==> src/design/timing_mode_pkg.sv <==
// Shared constants and types for the TDM switch timing mode selector.
// Assumes a single 10 MHz system clock; clocks are modelled as sampled levels.
package timing_mode_pkg;

  // System clock period and the reference loss window.
  localparam int CLK_PERIOD_NS = 100;
  localparam int REF_LOSS_TIME_NS = 250000;
  localparam int REF_LOSS_CYCLES = REF_LOSS_TIME_NS / CLK_PERIOD_NS;

  // Operating mode selector encodings.
  localparam logic [1:0] SEL_MASTER = 2'h0;
  localparam logic [1:0] SEL_DIVIDED = 2'h1;
  localparam logic [1:0] SEL_MULTIPLIED = 2'h3;
  localparam int SEL_LOW_BIT = 0;

  // Input clock rate strap encodings.
  localparam logic [1:0] RATE_4M_CODE = 2'h3;
  localparam logic [1:0] RATE_8_16M_CODE = 2'h0;

  // Generator defaults.
  localparam int PLL_HALF_DEFAULT = 2;
  localparam int FRAME_CLOCKS_DEFAULT = 2048;
  localparam int MULT_SHIFT_4M = 3;
  localparam int MULT_SHIFT_FAST = 2;
  localparam int PERIOD_WIDTH = 8;

  // Synchroniser bit positions.
  localparam int SYNC_WIDTH = 7;
  localparam int SYNC_SCLK = 4;
  localparam int SYNC_FP = 5;
  localparam int SYNC_DATA = 6;

  typedef enum logic [1:0] {MODE_MASTER, MODE_DIVIDED, MODE_MULTIPLIED} timing_mode_t;
  typedef enum logic [1:0] {PLL_OFF, PLL_FREERUN, PLL_NORMAL, PLL_HOLDOVER} pll_state_t;

endpackage

==> src/design/switch_timing_mode_select.sv <==
// Timing mode selector for the TDM switch: master, divided slave, multiplied slave.
// Assumes pins arrive asynchronously and config ports come from logic on clk.
//
// Overview of operation
// RL1 - Master mode takes every output clock and frame pulse from the loop.
// RL2 - Master input clock and frame come from loop outputs, internal or external.
// RL3 - Far parties in master mode follow the device output clock and frame.
// RL4 - Divided slave outputs are direct divisions of input clock and frame.
// RL5 - Divided slave output clocks never run faster than the input clock.
// RL6 - Multiplied slave outputs come from a multiplier locked to the input clock.
// RL7 - Multiplied slave makes every output clock and data rate available.
// RL8 - Slave input data is always sampled by the input clock.
// RL9 - Slave with loop disabled leaves the loop outputs idle.
// RL10 - Slave loop enable drives loop outputs locked to the reference.
// RL11 - Loop and switch timing stay independent; reference monitoring continues.
// RL12 - An oscillator, with its enable pin high, is needed whenever the loop runs.
// RL13 - Selector 00 picks master; loopback bit picks internal or external return. Code: 00 gives divided slave unless loop or oscillator enable is high.
// RL14 - Selector 01 with loop, or low bit 0 without, picks divided slave.
// RL15 - Selector 11 with loop, or low bit 1 without, picks multiplied slave.
// RL16 - Rate pins read 11 for a 4 MHz input clock, 00 otherwise.
// RL17 - Divided slave bypasses input clock to main output and times data.
// RL18 - Multiplied slave drives the multiplied clock out and times data with it.
// RL19 - An externally returned input clock is edge aligned to main output.
// RL20 - Master main clock tracks the reference, else freeruns or holds over.
// RL21 - Loopback bit routes loop clock and frame onto the input paths. Code does so in master mode only; slaves keep the input pins.
// RL22 - Mode inputs are static; any mode change restarts clock generation.
`timescale 1ns/10ps
module switch_timing_mode_select
  import timing_mode_pkg::*;
#(
  parameter int PLL_HALF = PLL_HALF_DEFAULT,
  parameter int FRAME_CLOCKS = FRAME_CLOCKS_DEFAULT
) (
  // Clock, reset and enable
  input wire logic clk,
  input wire logic resetn,
  input wire logic ce,
  // Mode configuration
  input wire logic [1:0] op_mode_sel,
  input wire logic slave_pll_enable,
  input wire logic input_clock_loopback,
  input wire logic osc_enable_pin,
  input wire logic [1:0] input_clock_rate_pins,
  input wire logic [1:0] pll_ref_select,
  // Timing pins from the far side
  input wire logic serial_clock_in,
  input wire logic frame_pulse_in,
  input wire logic serial_data_in,
  input wire logic [3:0] pll_reference_in,
  // Switch timing outputs
  output logic main_clock_out,
  output logic main_clock_half,
  output logic frame_pulse_out,
  output logic serial_stream_out,
  output logic sample_valid,
  output logic sampled_data,
  // Loop timing outputs
  output logic pll_clock_out_a,
  output logic pll_clock_out_b,
  output logic pll_frame_out,
  // Status
  output timing_mode_pkg::timing_mode_t timing_mode,
  output timing_mode_pkg::pll_state_t pll_status,
  output logic rate_4m
);
  import timing_mode_pkg::*;

  localparam int FW = $clog2(FRAME_CLOCKS);
  localparam int HW = $clog2(PLL_HALF + 1);
  localparam int TW = $clog2(REF_LOSS_CYCLES);

  // Decodes the selector, falling back to slave when neither the loop enable nor the oscillator pin is high.
  function automatic timing_mode_t decode_mode(input logic [1:0] sel, input logic pll_en,
                                               input logic osc);
    timing_mode_t m;
    if (sel == SEL_MASTER && (pll_en || osc))
      m = MODE_MASTER;
    else if (pll_en && sel == SEL_DIVIDED)
      m = MODE_DIVIDED;
    else if (pll_en && sel == SEL_MULTIPLIED)
      m = MODE_MULTIPLIED;
    else if (sel[SEL_LOW_BIT])
      m = MODE_MULTIPLIED;
    else
      m = MODE_DIVIDED;
    return m;
  endfunction

  logic [SYNC_WIDTH-1:0] sync_level;
  logic [SYNC_WIDTH-1:0] sync_rise;
  timing_mode_t mode_q;
  timing_mode_t next_mode;
  logic pll_on_q;
  logic next_pll_on;
  logic loop_q;
  logic restart;
  logic ref_rise;
  pll_state_t pll_state;
  logic [TW-1:0] ref_timer;
  logic [HW-1:0] pll_cnt;
  logic pll_clk;
  logic pll_clk_b;
  logic pll_rise;
  logic [FW-1:0] frame_cnt;
  logic pll_frame;
  logic sclk_rise;
  logic in_rise;
  logic in_fp;
  logic [PERIOD_WIDTH-1:0] per_cnt;
  logic [PERIOD_WIDTH-1:0] period;
  logic [PERIOD_WIDTH-1:0] mult_step;
  logic [PERIOD_WIDTH-1:0] mult_cnt;
  logic mult_clk;
  logic next_main;

  // All timing pins from the far side pass a two-flop synchroniser before anything reads them.
  edge_sync #(.W(SYNC_WIDTH)) pin_sync (
    .clk(clk),
    .resetn(resetn),
    .ce(ce),
    .async_in({serial_data_in, frame_pulse_in, serial_clock_in, pll_reference_in}),
    .level(sync_level),
    .rise(sync_rise),
    .fall()
  );

  // Mode decode; the loop only runs with an oscillator present.
  assign next_mode = decode_mode(op_mode_sel, slave_pll_enable, osc_enable_pin); // RL13 RL14 RL15
  assign next_pll_on = osc_enable_pin && (next_mode == MODE_MASTER || slave_pll_enable); // RL12
  assign restart = ce && (next_mode != mode_q || next_pll_on != pll_on_q ||
                          input_clock_loopback != loop_q); // RL22
  assign rate_4m = (input_clock_rate_pins == RATE_4M_CODE); // RL16
  assign timing_mode = mode_q;
  assign pll_status = pll_state;

  // Configuration is held static; a change costs one cycle of restart.
  always_ff @(posedge clk or negedge resetn)
  begin
    if (!resetn)
    begin
      mode_q <= MODE_DIVIDED;
      pll_on_q <= 1'b0;
      loop_q <= 1'b0;
    end
    else if (ce)
    begin
      mode_q <= next_mode;
      pll_on_q <= next_pll_on;
      loop_q <= input_clock_loopback;
    end
  end

  // The loop watches only its reference, never the switch input clock.
  assign ref_rise = sync_rise[pll_ref_select] && pll_on_q; // RL11

  // Reference monitor: edge gives normal, silence from normal gives holdover.
  always_ff @(posedge clk or negedge resetn)
  begin
    if (!resetn)
    begin
      pll_state <= PLL_OFF;
      ref_timer <= '0;
    end
    else if (ce)
    begin
      if (restart)
      begin
        pll_state <= PLL_FREERUN;
        ref_timer <= '0;
      end
      else if (!pll_on_q)
        pll_state <= PLL_OFF; // RL9
      else if (ref_rise)
      begin
        pll_state <= PLL_NORMAL; // RL20
        ref_timer <= '0;
      end
      else if (ref_timer == TW'(REF_LOSS_CYCLES - 1))
      begin
        if (pll_state == PLL_NORMAL)
          pll_state <= PLL_HOLDOVER; // RL20
      end
      else
        ref_timer <= ref_timer + 1'b1; // RL11
    end
  end

  // Loop oscillator; a reference edge realigns its phase. Holdover simply keeps
  // the last rate, which this model cannot distinguish from freerun.
  assign pll_rise = ce && pll_on_q && !restart && !pll_clk &&
                    (ref_rise || pll_cnt == HW'(PLL_HALF - 1));
  always_ff @(posedge clk or negedge resetn)
  begin
    if (!resetn)
    begin
      pll_cnt <= '0;
      pll_clk <= 1'b0;
    end
    else if (ce)
    begin
      if (restart || !pll_on_q)
      begin
        pll_cnt <= '0;
        pll_clk <= 1'b0;
      end
      else if (ref_rise)
      begin
        pll_cnt <= '0; // RL10 RL20
        pll_clk <= 1'b1;
      end
      else if (pll_cnt == HW'(PLL_HALF - 1))
      begin
        pll_cnt <= '0;
        pll_clk <= ~pll_clk;
      end
      else
        pll_cnt <= pll_cnt + 1'b1;
    end
  end

  // Half-rate loop clock and the frame pulse counted from loop clock edges.
  always_ff @(posedge clk or negedge resetn)
  begin
    if (!resetn)
    begin
      pll_clk_b <= 1'b0;
      frame_cnt <= '0;
      pll_frame <= 1'b0;
    end
    else if (ce)
    begin
      if (restart || !pll_on_q)
      begin
        pll_clk_b <= 1'b0;
        frame_cnt <= '0;
        pll_frame <= 1'b0;
      end
      else if (pll_rise)
      begin
        pll_clk_b <= ~pll_clk_b;
        pll_frame <= (frame_cnt == '0);
        frame_cnt <= (frame_cnt == FW'(FRAME_CLOCKS - 1)) ? '0 : frame_cnt + 1'b1;
      end
    end
  end

  // Input timing: in master mode, loopback puts loop clock and frame on the input paths.
  assign sclk_rise = sync_rise[SYNC_SCLK];
  assign in_rise = (mode_q == MODE_MASTER && loop_q) ? pll_rise : (ce && sclk_rise); // RL21 RL2
  assign in_fp = (mode_q == MODE_MASTER && loop_q) ? pll_frame : sync_level[SYNC_FP]; // RL21

  // Input data is sampled only on input clock edges, which caps its rate.
  always_ff @(posedge clk or negedge resetn)
  begin
    if (!resetn)
    begin
      sample_valid <= 1'b0;
      sampled_data <= 1'b0;
    end
    else if (ce)
    begin
      sample_valid <= in_rise; // RL8
      if (in_rise)
        sampled_data <= sync_level[SYNC_DATA]; // RL8
    end
  end

  // Input clock period measurement for the multiplier.
  always_ff @(posedge clk or negedge resetn)
  begin
    if (!resetn)
    begin
      per_cnt <= '0;
      period <= '0;
    end
    else if (ce)
    begin
      if (restart)
      begin
        per_cnt <= '0;
        period <= '0;
      end
      else if (sclk_rise)
      begin
        period <= per_cnt + 1'b1;
        per_cnt <= '0;
      end
      else if (per_cnt != '1)
        per_cnt <= per_cnt + 1'b1;
    end
  end

  // A slow 4 MHz input is multiplied further so every output rate stays reachable.
  assign mult_step = rate_4m ? (period >> MULT_SHIFT_4M) : (period >> MULT_SHIFT_FAST); // RL7

  // Multiplier clock, realigned to every rising input clock edge to stay locked.
  always_ff @(posedge clk or negedge resetn)
  begin
    if (!resetn)
    begin
      mult_cnt <= '0;
      mult_clk <= 1'b0;
    end
    else if (ce)
    begin
      if (restart || mode_q != MODE_MULTIPLIED)
      begin
        mult_cnt <= '0;
        mult_clk <= 1'b0;
      end
      else if (sclk_rise)
      begin
        mult_cnt <= '0; // RL6
        mult_clk <= 1'b1;
      end
      else if (mult_cnt + 1'b1 >= mult_step)
      begin
        mult_cnt <= '0;
        mult_clk <= ~mult_clk;
      end
      else
        mult_cnt <= mult_cnt + 1'b1;
    end
  end

  // Main clock source per mode.
  always_comb
  begin
    case (mode_q)
      MODE_MASTER: next_main = pll_clk; // RL1 RL20
      MODE_DIVIDED: next_main = sync_level[SYNC_SCLK]; // RL17 RL4 RL5
      MODE_MULTIPLIED: next_main = mult_clk; // RL18
      default: next_main = 1'b0;
    endcase
  end

  // Switch outputs: data changes on the falling main clock edge so the far
  // side can sample on the rising one.
  always_ff @(posedge clk or negedge resetn)
  begin
    if (!resetn)
    begin
      main_clock_out <= 1'b0;
      main_clock_half <= 1'b0;
      frame_pulse_out <= 1'b0;
      serial_stream_out <= 1'b0;
    end
    else if (ce)
    begin
      main_clock_out <= next_main;
      frame_pulse_out <= (mode_q == MODE_MASTER) ? pll_frame : in_fp; // RL1 RL4
      if (restart)
        main_clock_half <= 1'b0;
      else if (next_main && !main_clock_out)
        main_clock_half <= ~main_clock_half; // RL4 RL5
      if (!next_main && main_clock_out)
        serial_stream_out <= sampled_data; // RL17 RL18
    end
  end

  // Loop outputs stay low unless the loop runs.
  always_ff @(posedge clk or negedge resetn)
  begin
    if (!resetn)
    begin
      pll_clock_out_a <= 1'b0;
      pll_clock_out_b <= 1'b0;
      pll_frame_out <= 1'b0;
    end
    else if (ce)
    begin
      pll_clock_out_a <= pll_on_q && pll_clk; // RL9 RL10
      pll_clock_out_b <= pll_on_q && pll_clk_b; // RL9 RL10
      pll_frame_out <= pll_on_q && pll_frame; // RL9 RL10
    end
  end
endmodule

==> src/design/edge_sync.sv <==
// Two-flop synchroniser bank with edge detection on the settled stage.
// Assumes inputs are asynchronous pins; the first stage feeds only the second.
`timescale 1ns/10ps
module edge_sync #(
  parameter int W = 1
) (
  // Clock, reset and enable
  input wire logic clk,
  input wire logic resetn,
  input wire logic ce,
  // Asynchronous inputs
  input wire logic [W-1:0] async_in,
  // Synchronised level and edge pulses
  output logic [W-1:0] level,
  output logic [W-1:0] rise,
  output logic [W-1:0] fall
);
  logic [W-1:0] meta;
  logic [W-1:0] stage;
  logic [W-1:0] prev;

  // Metastability stages and the history flop for edge detection.
  always_ff @(posedge clk or negedge resetn)
  begin
    if (!resetn)
    begin
      meta <= '0;
      stage <= '0;
      prev <= '0;
    end
    else if (ce)
    begin
      meta <= async_in;
      stage <= meta;
      prev <= stage;
    end
  end

  // Edges look only at settled stages, never at the first flop.
  assign level = stage;
  assign rise = stage & ~prev;
  assign fall = ~stage & prev;
endmodule

==> config.mk <==
export PLATFORM = sky130hd
export DESIGN_NAME = switch_timing_mode_select
export DESIGN_NICKNAME = d
export VERILOG_FILES = /design/src/design/timing_mode_pkg.sv /design/src/design/switch_timing_mode_select.sv /design/src/design/edge_sync.sv
export SDC_FILE = /design/constraint.sdc
export NUM_CORES = 1
export LEC_CHECK = 0
export ABC_AREA = 1
export BUFFER_PORTS_ARGS = -buffer_cell sky130_fd_sc_hd__buf_2
export CAP_MARGIN = 15
export CELL_PAD_IN_SITES_DETAIL_PLACEMENT = 1
export CELL_PAD_IN_SITES_GLOBAL_PLACEMENT = 1
export CORE_MARGIN = 5
export CORE_UTILIZATION = 45
export DETAILED_ROUTE_END_ITERATION = 8
export PLACE_DENSITY_LB_ADDON = 0.1
export SYNTH_ARGS = -nofsm -noshare
export SYNTH_HDL_FRONTEND = slang
export SYNTH_SLANG_ARGS = --single-unit
export TNS_END_PERCENT = 1
==> constraint.sdc <==
create_clock -name clk -period 4.86 [get_ports clk]
set_input_delay 0.486 -clock clk [delete_from_list [all_inputs] [get_ports clk]]
set_output_delay 0.486 -clock clk [all_outputs]
set_load 0.005 [all_outputs]
* Word level (Yosys, flattened, before mapping)
Index checks and enable logic that the tools add are counted. Widths: inputs -> output; s select.
Cells by class: add/subtract/negate cells 5, magnitude comparators 2, reductions and logical operators 50, mux-type cells 46, equal/unequal tests 17, bitwise gates (word level) 6
Operators with widths (count):
- $mux 8 | 8
- $mux 12 | 4
- $mux 11 | 3
- $mux 2 | 12
- $logic_and 1x1->1 | 17
- $add 8x1->8 const B | 2
- $mux 1 | 16
- $reduce_and 2->1 | 8
- $add 12x1->12 const B | 1
- $eq 12x12->1 const B | 1
- $add 11x1->11 const B | 1
- $eq 11x11->1 const B | 1
- $logic_not 11->1 | 1
- $reduce_bool 3->1 | 3
- $eq 2x2->1 const B | 4
- $ge 8x6->1 | 1
- $ne 4x1->1 const B | 2
- $ne 8x8->1 const B | 1
- $reduce_bool 2->1 | 4
- $logic_or 1x1->1 | 7
- $eq 2x1->1 const B | 3
- $logic_not 2->1 | 3
- $mux 6 | 1
- $reduce_and 3->1 | 2
- other kinds (12) | 20
Word-level totals: flip-flop bits (word level) 87, word-level logic and storage cells 152, bits of input ports 19, output and inout bits 14

* Longest topological paths before layout
Gate-level depths: netlist of the first run.
word-level depth 18, mapped depth 17, depth with buffers taken out 17

* Cells and area by module
From an unflattened synthesis of the first run, not the netlist that was laid out.
Unflattened totals: cells, all modules 635, area, all modules 4827.1 µm²
By module, submodules not included:
- switch_timing_mode_select | instances 1, sequential area each 1652.8 µm², cells an instance 518, area each 3918.8 µm²
- edge_sync | instances 1, sequential area each 525.5 µm², cells an instance 117, area each 908.4 µm²

* Worst setup path before layout of the first run
Ideal clock, no wire load.
kind register to register, from register mult_cnt[0], to register mult_cnt[1], arrival time 1978 ps, slack 2817 ps, path buffers 0, stages on the path, launching flop included 13, setup time 66 ps, clock period less this slack 2043 ps, required time 4794 ps, cell sequence dfrtp_1 nand3_1 nor3_2 xor2_1 inv_1 ha_1 a211oi_1 nand2_1 nor2_1 nand3_1 nor2_2 nand3_1 nand2_1
Between the ends: longest elaborated chain between the ends 5
Ends and longest elaborated chain:
- start: declaration | line switch_timing_mode_select.sv:112 | logic [PERIOD_WIDTH-1:0] mult_cnt;
- start signal: assignment | line switch_timing_mode_select.sv:322 | mult_cnt <= mult_cnt + 1'b1;
- $add 8x1->8 * | line switch_timing_mode_select.sv:316, switch_timing_mode_select.sv:322
- $ge 8x6->1 | line switch_timing_mode_select.sv:316 | else if (mult_cnt + 1'b1 >= mult_step)
- $mux 8 * | line switch_timing_mode_select.sv:316
- $mux 8 * | line switch_timing_mode_select.sv:311 | else if (sclk_rise)
- $mux 8 * | line switch_timing_mode_select.sv:306 | if (restart || mode_q != MODE_MULTIPLIED)
Mark *: on every way between the ends. The rest lies on a longest branch, timed or not. A chain may end at the register's enable or synchronous reset.

* Worst setup path after layout of the first run
from register mult_cnt[0], to register mult_cnt[3]
Same word-level chain as after synthesis.

==> metrics list, run 1 <==
- Number of CTS-inserted buffers: 9
- The count of nets left with antenna violations once routing finished came out at 0.
- In the final routed layout, each cell accounts on average for around 15 µm.
* DR vias: between 4000 and 5000
* Clock root buffer master: sky130_fd_sc_hd__clkbuf_8
- After routing, the total negative slack on setup checks comes to 0 ns.
- The floorplan has 37 rows.
* Share of the synthesized area in the top cell type: 0.440
- Registers take 2130 µm².
* Critical path startpoint: mult_cnt[0]
- For the worst setup path, the data arrival time is 2.72 ns.
- Across every metal layer, demand over resource in global routing totals 0.199.
* Initial cell density of the core: 0.462
* Largest area contributor in the netlist: sky130_fd_sc_hd__dfrtp_1
- Core Region: about 10000 µm²
- Post-CTS repair changed the size of 0 cells.
* Max VDD drop: 0.145 mV
* DRC errors left: 0
* Remaining max-slew budget at the tightest pin: 0.309
* Number of nets produced by synthesis: 651
- The initial antenna violation count was 0.
- Result of the run: complete, no violations
* Die height: 113 µm
- Across the run, the number of max-cap violations was 0.
* Synth Instances: a little over 600
* Placer Congestion: 0.828
- # setup viols final: 0
* Horizontal extent of the die: 113 µm
* Syn. warnings: 0
* Type of destination of the critical path: register
- Synthesized area divided by synthesized cell count: about 7.7 µm²
- Switching fraction of total power: 0.293
- Across the routed clock network, the largest skew measured is 0.00859 ns.
- Leftover overflow at the end of global routing: 0
* Internal cell power: 1.09 mW
- In the final layout, the share of cells above drive strength 1 is 0.121.
- STA classifies the critical path startpoint as a register.
- Part of the total power dissipated in combinational logic: 0.138
- Count of routing violations after the opening detailed-route iteration: 187
* Fraction of registers with async set/reset: 1.00
- The final-report max-slew violation count was 0.
* Post-CTS Setup Repair Bufs: 0
- Dominant cells by area after synthesis: sky130_fd_sc_hd__dfrtp_1 44%, sky130_fd_sc_hd__nand2_1 14%, sky130_fd_sc_hd__nand3_1 7.1%, sky130_fd_sc_hd__inv_1 5.1%, sky130_fd_sc_hd__o21ai_0 4.6%
- Vias per inst: between 5 and 6
- Clock tree buffer depth: 2
- Leaving out fill and tap cells, the most frequent cell in the layout is sky130_fd_sc_hd__nand2_1.
- Cell variety after synth: 39
* Later-pin clock latency in the skew report: roughly 0.37 ns
* Total power density per cell area: 294 nW/µm²
* Number of global-route vias before repair: approximately 4400
- Share of total power in sequential cells: 0.512
- Worst hold slack: 0.0707 ns
- The first global-routing pass estimated ~21 mm of wire.
- Unrepaired setup endpoints after global routing: no
- Num Clock Sinks: 85
- Derived from the worst setup path, the maximum achievable clock frequency is 415 MHz.
- Die Area: 12800 µm²
- In this run the worst hold path is classified as in -> async.
* Slew @ Worst Pin: 1.03 ns
* Min Clock Period, post-route: 2.41 ns
- Leading register cell type out of synthesis: sky130_fd_sc_hd__dfrtp_1
* Fill cell total of the finished layout: about 1300
- Counting flops and latches in the post-synthesis netlist gives 85.
- Maximum fanout along the worst path: 6
- The library cells used most frequently in the layout, excluding fill and tap cells, are 173 x sky130_fd_sc_hd__nand2_1, 84 x sky130_fd_sc_hd__dfrtp_1, 68 x sky130_fd_sc_hd__nand3_1.
- After clock tree synthesis, the flow added hold-fix buffers numbering 0.
- Entering global routing, the biggest net connects between 50 and 60 pins.
- Final-report hold violation count: 0
- Final nets: between 600 and 700
- At the worst endpoint, the required time is between 5 and 6 ns.
- Clock-pin slew reported for the worst setup and hold paths after clock tree synthesis: 0.08 ns
- Switching power: around 0.45 mW
- The multi-input combinational cells in the finished layout cover a total of 2280 µm².
* Total of buffers placed on input and output ports: 32
- The number of antenna diodes in the final layout is 0.
- Startpoint of the lowest-slack register-to-register path: mult_cnt[0]
- Htree depth: 3
- WL final: 11.8 mm
- Setup slack on the critical path of the routed design comes to 2.45 ns.
- The share of total power dissipated in the clock network is 0.351.
- Share of the yosys chip area belonging to registers: 0.446
- Post-detail-place hpwl: ~8.6 mm
- The first TritonRoute pass finished after 4 iterations.
- Timing analysis after detailed placement gives a worst setup slack of 2.41 ns.
- By startpoint and endpoint, the worst setup path is classified as reg -> reg.
- Signed area change from the synthesized netlist to the final layout: 9.51%
- 33 I/O pins were placed.
- Post-synthesis cell area: 4770 µm²
- CTS tree: yes
- P_leak: approximately 2.6 nW
* Count of flip-flops with a built-in enable after synthesis: 0
* Final cycle utilization of the critical path: 0.496
-- power by group through the flow --
stage | registers [mW] | logic [mW] | clock network (mW)
2_1_floorplan | 0.793 | 0.140 | 0
3_3_place_gp | 0.800 | 0.207 | 0
3_5_place_dp | 0.802 | 0.216 | 0
4_1_cts | 0.788 | 0.217 | 0.556
5_1_grt | 0.795 | 0.243 | 0.592
6_report | 0.788 | 0.212 | 0.539
-- layout make-up --
cell class / instances / area share
Clock buffer: 11 / 0.0290
Clock inverter: 5 / 0.0110
Inverter: 68 / 0.0488
Multi-Input combinational cell: 448 / 0.436
Sequential cell: 85 / 0.407
Tap cell: 136 / 0.0325
Timing Repair Buffer: 35 / 0.0354
-- logic make-up (layout without fill, tap and decap cells) --
kind of cell / Yosys count / after routing / share of synthesized area
muxes: 2 / 2 / 0.00445
and+or+nand+nor: 342 / 342 / 0.322
DFF: 85 / 85 / 0.446
xor gates and xnor gates: 17 / 17 / 0.0312
adders and majority gates: 11 / 11 / 0.0288
buffers and inverters: 88 / 119 / 0.0765
AOI/OAI and AO/OA: 76 / 76 / 0.0912
-- flip-flops by register name (all words and copies together) (netlist names), 2 cells and up --
signal	flops
pin_sync.meta	7
mult_cnt	8
timing_mode	2
pin_sync.prev	5
pin_sync.level	7
per_cnt	8
frame_cnt	11
ref_timer	12
pll_cnt	2
pll_status	2
period	6
-- through the flow --
stage	total power, mW	cells	area (µm²)	util
2_1_floorplan	0.934	621	4770	-
3_3_place_gp	1.01	772	5020	0.486
3_5_place_dp	1.02	772	5020	0.486
4_1_cts	1.56	788	5230	0.506
5_1_grt	1.63	788	5230	0.506
6_report	1.54	788	5230	0.506
-- layer usage --
| layer | global-route usage | part of all wire |
|---|---|---|
| met1 | 0.260 | 0.47 |
| met2 | 0.336 | 0.48 |
| met3 | 0.0385 | 0.031 |
| met4 | 0.0585 | 0.011 |
| met5 | 0 | 0 |
-- final timing paths --
check                                   endpoint  slack, ns  cells after the start
worst max-delay path                 mult_cnt[3]       2.45                     12
worst min-delay path                 mult_cnt[0]       0.07                      1
worst max register to register       mult_cnt[3]       2.45                     12
worst min register to register         pll_clk_b       0.49                      2
max in group asynchronous           frame_cnt[3]       3.78                      2
min in group clk                pin_sync.meta[2]       0.31                      3
-- cell usage after synthesis (4+ instances only) --
library cell / instances
sky130_fd_sc_hd__inv_1: 65
sky130_fd_sc_hd__nor4_1: 4
sky130_fd_sc_hd__o21ai_2: 6
sky130_fd_sc_hd__xor2_1: 12
sky130_fd_sc_hd__ha_1: 11
sky130_fd_sc_hd__o21ai_0: 44
sky130_fd_sc_hd__xnor2_1: 5
sky130_fd_sc_hd__nand3_1: 68
sky130_fd_sc_hd__nand2_4: 7
sky130_fd_sc_hd__nor2_1: 55
sky130_fd_sc_hd__a21oi_1: 8
sky130_fd_sc_hd__dfrtp_1: 84
sky130_fd_sc_hd__nor3_1: 6
sky130_fd_sc_hd__nand2_1: 173
sky130_fd_sc_hd__o21ai_1: 6
sky130_fd_sc_hd__nand4_1: 15
sky130_fd_sc_hd__clkbuf_1: 8
sky130_fd_sc_hd__buf_2: 7
-- worst max-delay path, cell delays in order, from the launching register on --
cell and delay (ns):
sky130_fd_sc_hd__dfrtp_1 0.43, sky130_fd_sc_hd__nand3_1 0.16, sky130_fd_sc_hd__nor3_2 0.23, sky130_fd_sc_hd__xor2_1 0.17, sky130_fd_sc_hd__inv_1 0.07, sky130_fd_sc_hd__ha_1 0.31, sky130_fd_sc_hd__a211oi_1 0.21, sky130_fd_sc_hd__nand2_1 0.07
sky130_fd_sc_hd__nor2_1 0.09, sky130_fd_sc_hd__nand3_1 0.14, sky130_fd_sc_hd__nor2_2 0.26, sky130_fd_sc_hd__nand3_1 0.12, sky130_fd_sc_hd__nand2_1 0.10
No activity file was read; power rests on OpenSTA's default activity.
==> run 2: changes to the inputs <==
Settings changed: ABC_AREA 1 to 0.
Clock period 4.86 ns to 2.4 ns, I/O delays scaled along.
==> run 2 against run 1 <==
  * Utilization up 2.7 points
  * Largest power group unchanged
  * Synthesized cell count down 25%
  * Critical endpoint is now mult_clk
  * First-iteration DRC count down 20%
==> metrics list, run 2 <==
* Die height: 112 µm (was 113 µm)
- The path type of the worst setup path is reg -> reg (unchanged).
* Placer Congestion: 0.813 (was 0.828)
- The area of the core region came to 10200 µm² (was 10300 µm²).
- The master of the slowest instance on the critical path is sky130_fd_sc_hd__a2111o_1 (was sky130_fd_sc_hd__dfrtp_1).
- Number of CTS-inserted buffers: 9 (unchanged)
* Min Clock Period, post-route: 2.29 ns (was 2.41 ns)
- CP arrival: 2.60 ns (was 2.72 ns)
- The worst path required time is 2.71 ns (was 5.16 ns).
- Smallest setup slack after layout: 0.115 ns (was 2.45 ns)
- Max frequency: 438 MHz (was 415 MHz)
* CTS tree: yes (unchanged)
- IO Count: 33 (unchanged)
- The register bit total from synthesis came to 85 (unchanged).
- The cell area reported after detailed placement came to 5200 µm² (was 5020 µm²).
- Worst Path Buf+Inv: 1 (unchanged)
- The type of the worst min-delay path was in -> reg (was in -> async).
- Total of buffers placed on input and output ports: 32 (unchanged)
- The number of setup buffers added after CTS is 0 (unchanged).
- The area of the multi-input gates was 2440 µm² (was 2280 µm²).
- Post-layout util: 0.534 (was 0.506)
- Die Area: 12500 µm² (was 12800 µm²)
- Synth Instances: 464 (was 621)
* Slowest cell delay on critical path: 0.49 ns (was 0.43 ns)
- The maximum number of pins on one net before global-route repair is 44 (was 52).
- The number of cells in the design after placement is 646 (was 772).
- Result of the run: complete, no violations (unchanged).
- Total negative slack: 0 ns (unchanged)
- The clock edge transition at the registers on the reported setup and hold paths is 0.09 ns (was 0.08 ns).
* # setup viols final: 0 (unchanged)
- Post-place setup slack: 0.0195 ns (was 2.41 ns)
- Gr usage total: 0.210 (was 0.199)
- Final nets: 552 (was 677)
- Commonest non-fill, non-tap cells in the layout: 84 x sky130_fd_sc_hd__dfrtp_1, 34 x sky130_fd_sc_hd__nand2_1, 33 x sky130_fd_sc_hd__buf_4 (was 173 x sky130_fd_sc_hd__nand2_1, 84 x sky130_fd_sc_hd__dfrtp_1, 68 x sky130_fd_sc_hd__nand3_1).
- The DRC violation count after routing is 0 (unchanged).
- Detail-routed net length per standard cell: 18.6 µm (was 14.9 µm)
- Met1 usage in global routing: 0.276 (was 0.260)
* Largest registers ranked by flip-flop count: ref_timer (12), frame_cnt (11) (unchanged)
- The total count of hold-check failures in the final report is 0 (unchanged).
* Count of inserted antenna diode cells: 0 (unchanged)
- Synthesized area divided by synthesized cell count: 10.1 µm² (was 7.69 µm²)
* Worst hold slack: 0.0980 ns (was 0.0707 ns)
- Unrepaired setup endpoints after global routing: no (unchanged)
* Later-pin clock latency in the skew report: 0.37 ns (about the same)
* Number of placement rows: 37 (unchanged)
* Remaining max-slew budget at the tightest pin: 0.616 (was 0.309)
- Worst reg-to-reg path cell count: 7 (was 12)
- The remaining global-route overflow came to 0 (unchanged).
- Number of global-route vias before repair: 4184 (was 4443)
- Count of flip-flops with a built-in enable after synthesis: 0 (unchanged)
- The fraction of layout instances using a drive strength above 1 was 0.249 (was 0.121).
- The maximum fanout along the worst path was 5 (was 6).
* Hold Crit Depth: 2
* Leading register cell type out of synthesis: sky130_fd_sc_hd__dfrtp_1 (unchanged)
- The wire length of the first global-routing pass was 21.4 mm (was 20.7 mm).
- The area of the mapped netlist is 4680 µm² (was 4770 µm²).
* Post-detail-place hpwl: 8.89 mm (was 8.59 mm)
- Horizontal extent of the die: 112 µm (was 113 µm)
- Max VDD drop: 0.304 mV (was 0.145 mV)
* Slew @ Worst Pin: 0.576 ns (was 1.03 ns)
- The final design instance area without fill came to 5460 µm² (was 5230 µm²).
- M2 GR Usage: 0.357 (was 0.336)
* Largest area contributor in the netlist: sky130_fd_sc_hd__dfrtp_1 (unchanged)
- The DRC marker count from the first detailed-route iteration was 150 (was 187).
* Clock root buffer master: sky130_fd_sc_hd__clkbuf_8 (unchanged)
- The highest-utilization routing layer at the global route stage was met2 (unchanged).
- The sequential-to-total area share from yosys stat came to 0.455 (was 0.446).
- Cell depth of the worst setup path: 7 (was 12)
- Dominant cells by area after synthesis: sky130_fd_sc_hd__dfrtp_1 45%, sky130_fd_sc_hd__mux2_2 5.5%, sky130_fd_sc_hd__ha_1 2.9%, sky130_fd_sc_hd__o21ai_0 2.9%, sky130_fd_sc_hd__a21oi_1 2.8% (was sky130_fd_sc_hd__dfrtp_1 44%, sky130_fd_sc_hd__nand2_1 14%, sky130_fd_sc_hd__nand3_1 7.1%, sky130_fd_sc_hd__inv_1 5.1%, sky130_fd_sc_hd__o21ai_0 4.6%).
* Vias per inst: 5.81 (was 5.26)
- Initial cell density of the core: 0.457 (was 0.462)
- The number of distinct library cell variants in the gate-level netlist after synthesis was 63 (was 39).
- Number of nets produced by synthesis: 494 (was 651)
- The largest register by flop count is ref_timer (unchanged).
- The total routed wirelength was 12.3 mm (was 11.8 mm).
- Fill cell total of the finished layout: 1182 (was 1296)
- Count of pins over their slew limit: 0 (unchanged)
- Syn. warnings: 0 (unchanged)
* Total power of the final layout: 3.25 mW (was 1.54 mW)
- The reported leakage power came to 2.29 nW (was 2.59 nW).
* Total area of sequential cells: 2130 µm² (unchanged)
- Most frequent cells after synthesis: 84 x sky130_fd_sc_hd__dfrtp_1, 34 x sky130_fd_sc_hd__nand2_1, 27 x sky130_fd_sc_hd__o21ai_0, 26 x sky130_fd_sc_hd__a21oi_1 (was 173 x sky130_fd_sc_hd__nand2_1, 84 x sky130_fd_sc_hd__dfrtp_1, 68 x sky130_fd_sc_hd__nand3_1, 65 x sky130_fd_sc_hd__inv_1, 55 x sky130_fd_sc_hd__nor2_1)
- The level count of the clock H-tree came to 3 (unchanged).
* Most frequent standard cell in the layout excluding fill and tap cells: sky130_fd_sc_hd__dfrtp_1 (was sky130_fd_sc_hd__nand2_1)
* Global-route track usage on met3: 0.0299 (was 0.0385)
* CP cell instances: nand2b_1 > a21boi_1 > a2111o_1 > or3_4 > buf_4 > a2111oi_0 > a211o_1 (was nand3_1 > nor3_2 > xor2_1 > inv_1 > ha_1 > a211oi_1 > nand2_1 > nor2_1 > nand3_1 > nor2_2 > nand3_1 > nand2_1)
- Fraction of registers with async set/reset: 1.00 (unchanged)
* Final cycle utilization of the critical path: 0.952 (was 0.496)
* Crit path launch type: register (unchanged)
* Num Clock Sinks: 85 (unchanged)
* Count of max-cap constraint violations: 0 (unchanged)
* Antenna-violating nets left: 0 (unchanged)
- Signed area change from the synthesized netlist to the final layout: 16.7% (was 9.51%)
* Type of destination of the critical path: register (unchanged)
- Number of antenna violations at the first check in global routing: 0 (unchanged)
* Clock tree buffer depth: 2 (unchanged)
- Drt first pass iters: 4 (unchanged)
* Cell family with the largest share of critical-path delay: compound AO/OA/AOI/OAI gates (was simple AND/OR/NAND/NOR gates)
- Cell with the most instances after synthesis: sky130_fd_sc_hd__dfrtp_1 (was sky130_fd_sc_hd__nand2_1)
* Setup clock skew after layout: 0.0106 ns (was 0.00859 ns)
- The portion of synthesized cell area occupied by the leading cell type came to 0.449 (was 0.440).
* Total power density per cell area: 595 nW/µm² (was 294 nW/µm²)
- The number of flip-flops in the largest register came to 12 (unchanged).
- The via count of the routed design came to 3849 (was 4147).
- The non-filler instance count after layout came to 663 (was 788).
## run 2: path summary, 6_finish.rpt
path | startpoint | endpoint | slack (ns)
max in group asynchronous | resetn | timing_mode[0] | 1.27
setup reg to reg | timing_mode[1] | mult_clk | 0.11
hold reg to reg | pll_clock_out_a | pll_clock_out_a | 0.50
setup / recovery | timing_mode[1] | mult_clk | 0.11
hold / removal | pll_reference_in[3] | pin_sync.meta[3] | 0.1
min in group asynchronous | resetn | pll_frame_out | 0.41
## run 2: per-layer routing
| metal | vias to the layer above | part of all wire |
|---|---|---|
| met1 | 1932 | 0.46 |
| met2 | 53 | 0.49 |
| met5 | - | 0 |
| met4 | 0 | 0.018 |
| met3 | 18 | 0.024 |
| li1 | 1846 | - |
## run 2: cell type report
| class | instances | share of cell area |
|---|---|---|
| Timing Repair Buffer | 66 | 0.0793 |
| Inverter | 21 | 0.0144 |
| Clock buffer | 10 | 0.0252 |
| Clock inverter | 6 | 0.0128 |
| Tap cell | 136 | 0.0312 |
| Multi-Input combinational cell | 339 | 0.447 |
| Sequential cell | 85 | 0.390 |
## run 2: cell families after synthesis
group                      Yosys count  share of synthesized area
DFF                                 85                      0.455
and+or+nand+nor                    158                      0.186
xor gates and xnor gates            15                     0.0281
muxes                               36                     0.0885
adders and majority gates           11                     0.0294
AOI/OAI and AO/OA                  119                      0.179
buffers and inverters               40                     0.0342
## run 2: repair_timing
| action | in CTS | in global routing |
|---|---|---|
| hold buffers | 1 | 0 |
| resized for setup | 0 | 8 |
| endpoints found under the hold margin | 42 | 0 |
| setup endpoints to repair | 0 | 18 |
## run 2: where the power goes
group	internal, mW	switching, mW	leakage (nW)
clock network	0.519	0.561	0.107
logic	0.246	0.329	1.07
registers	1.52	0.0738	1.12
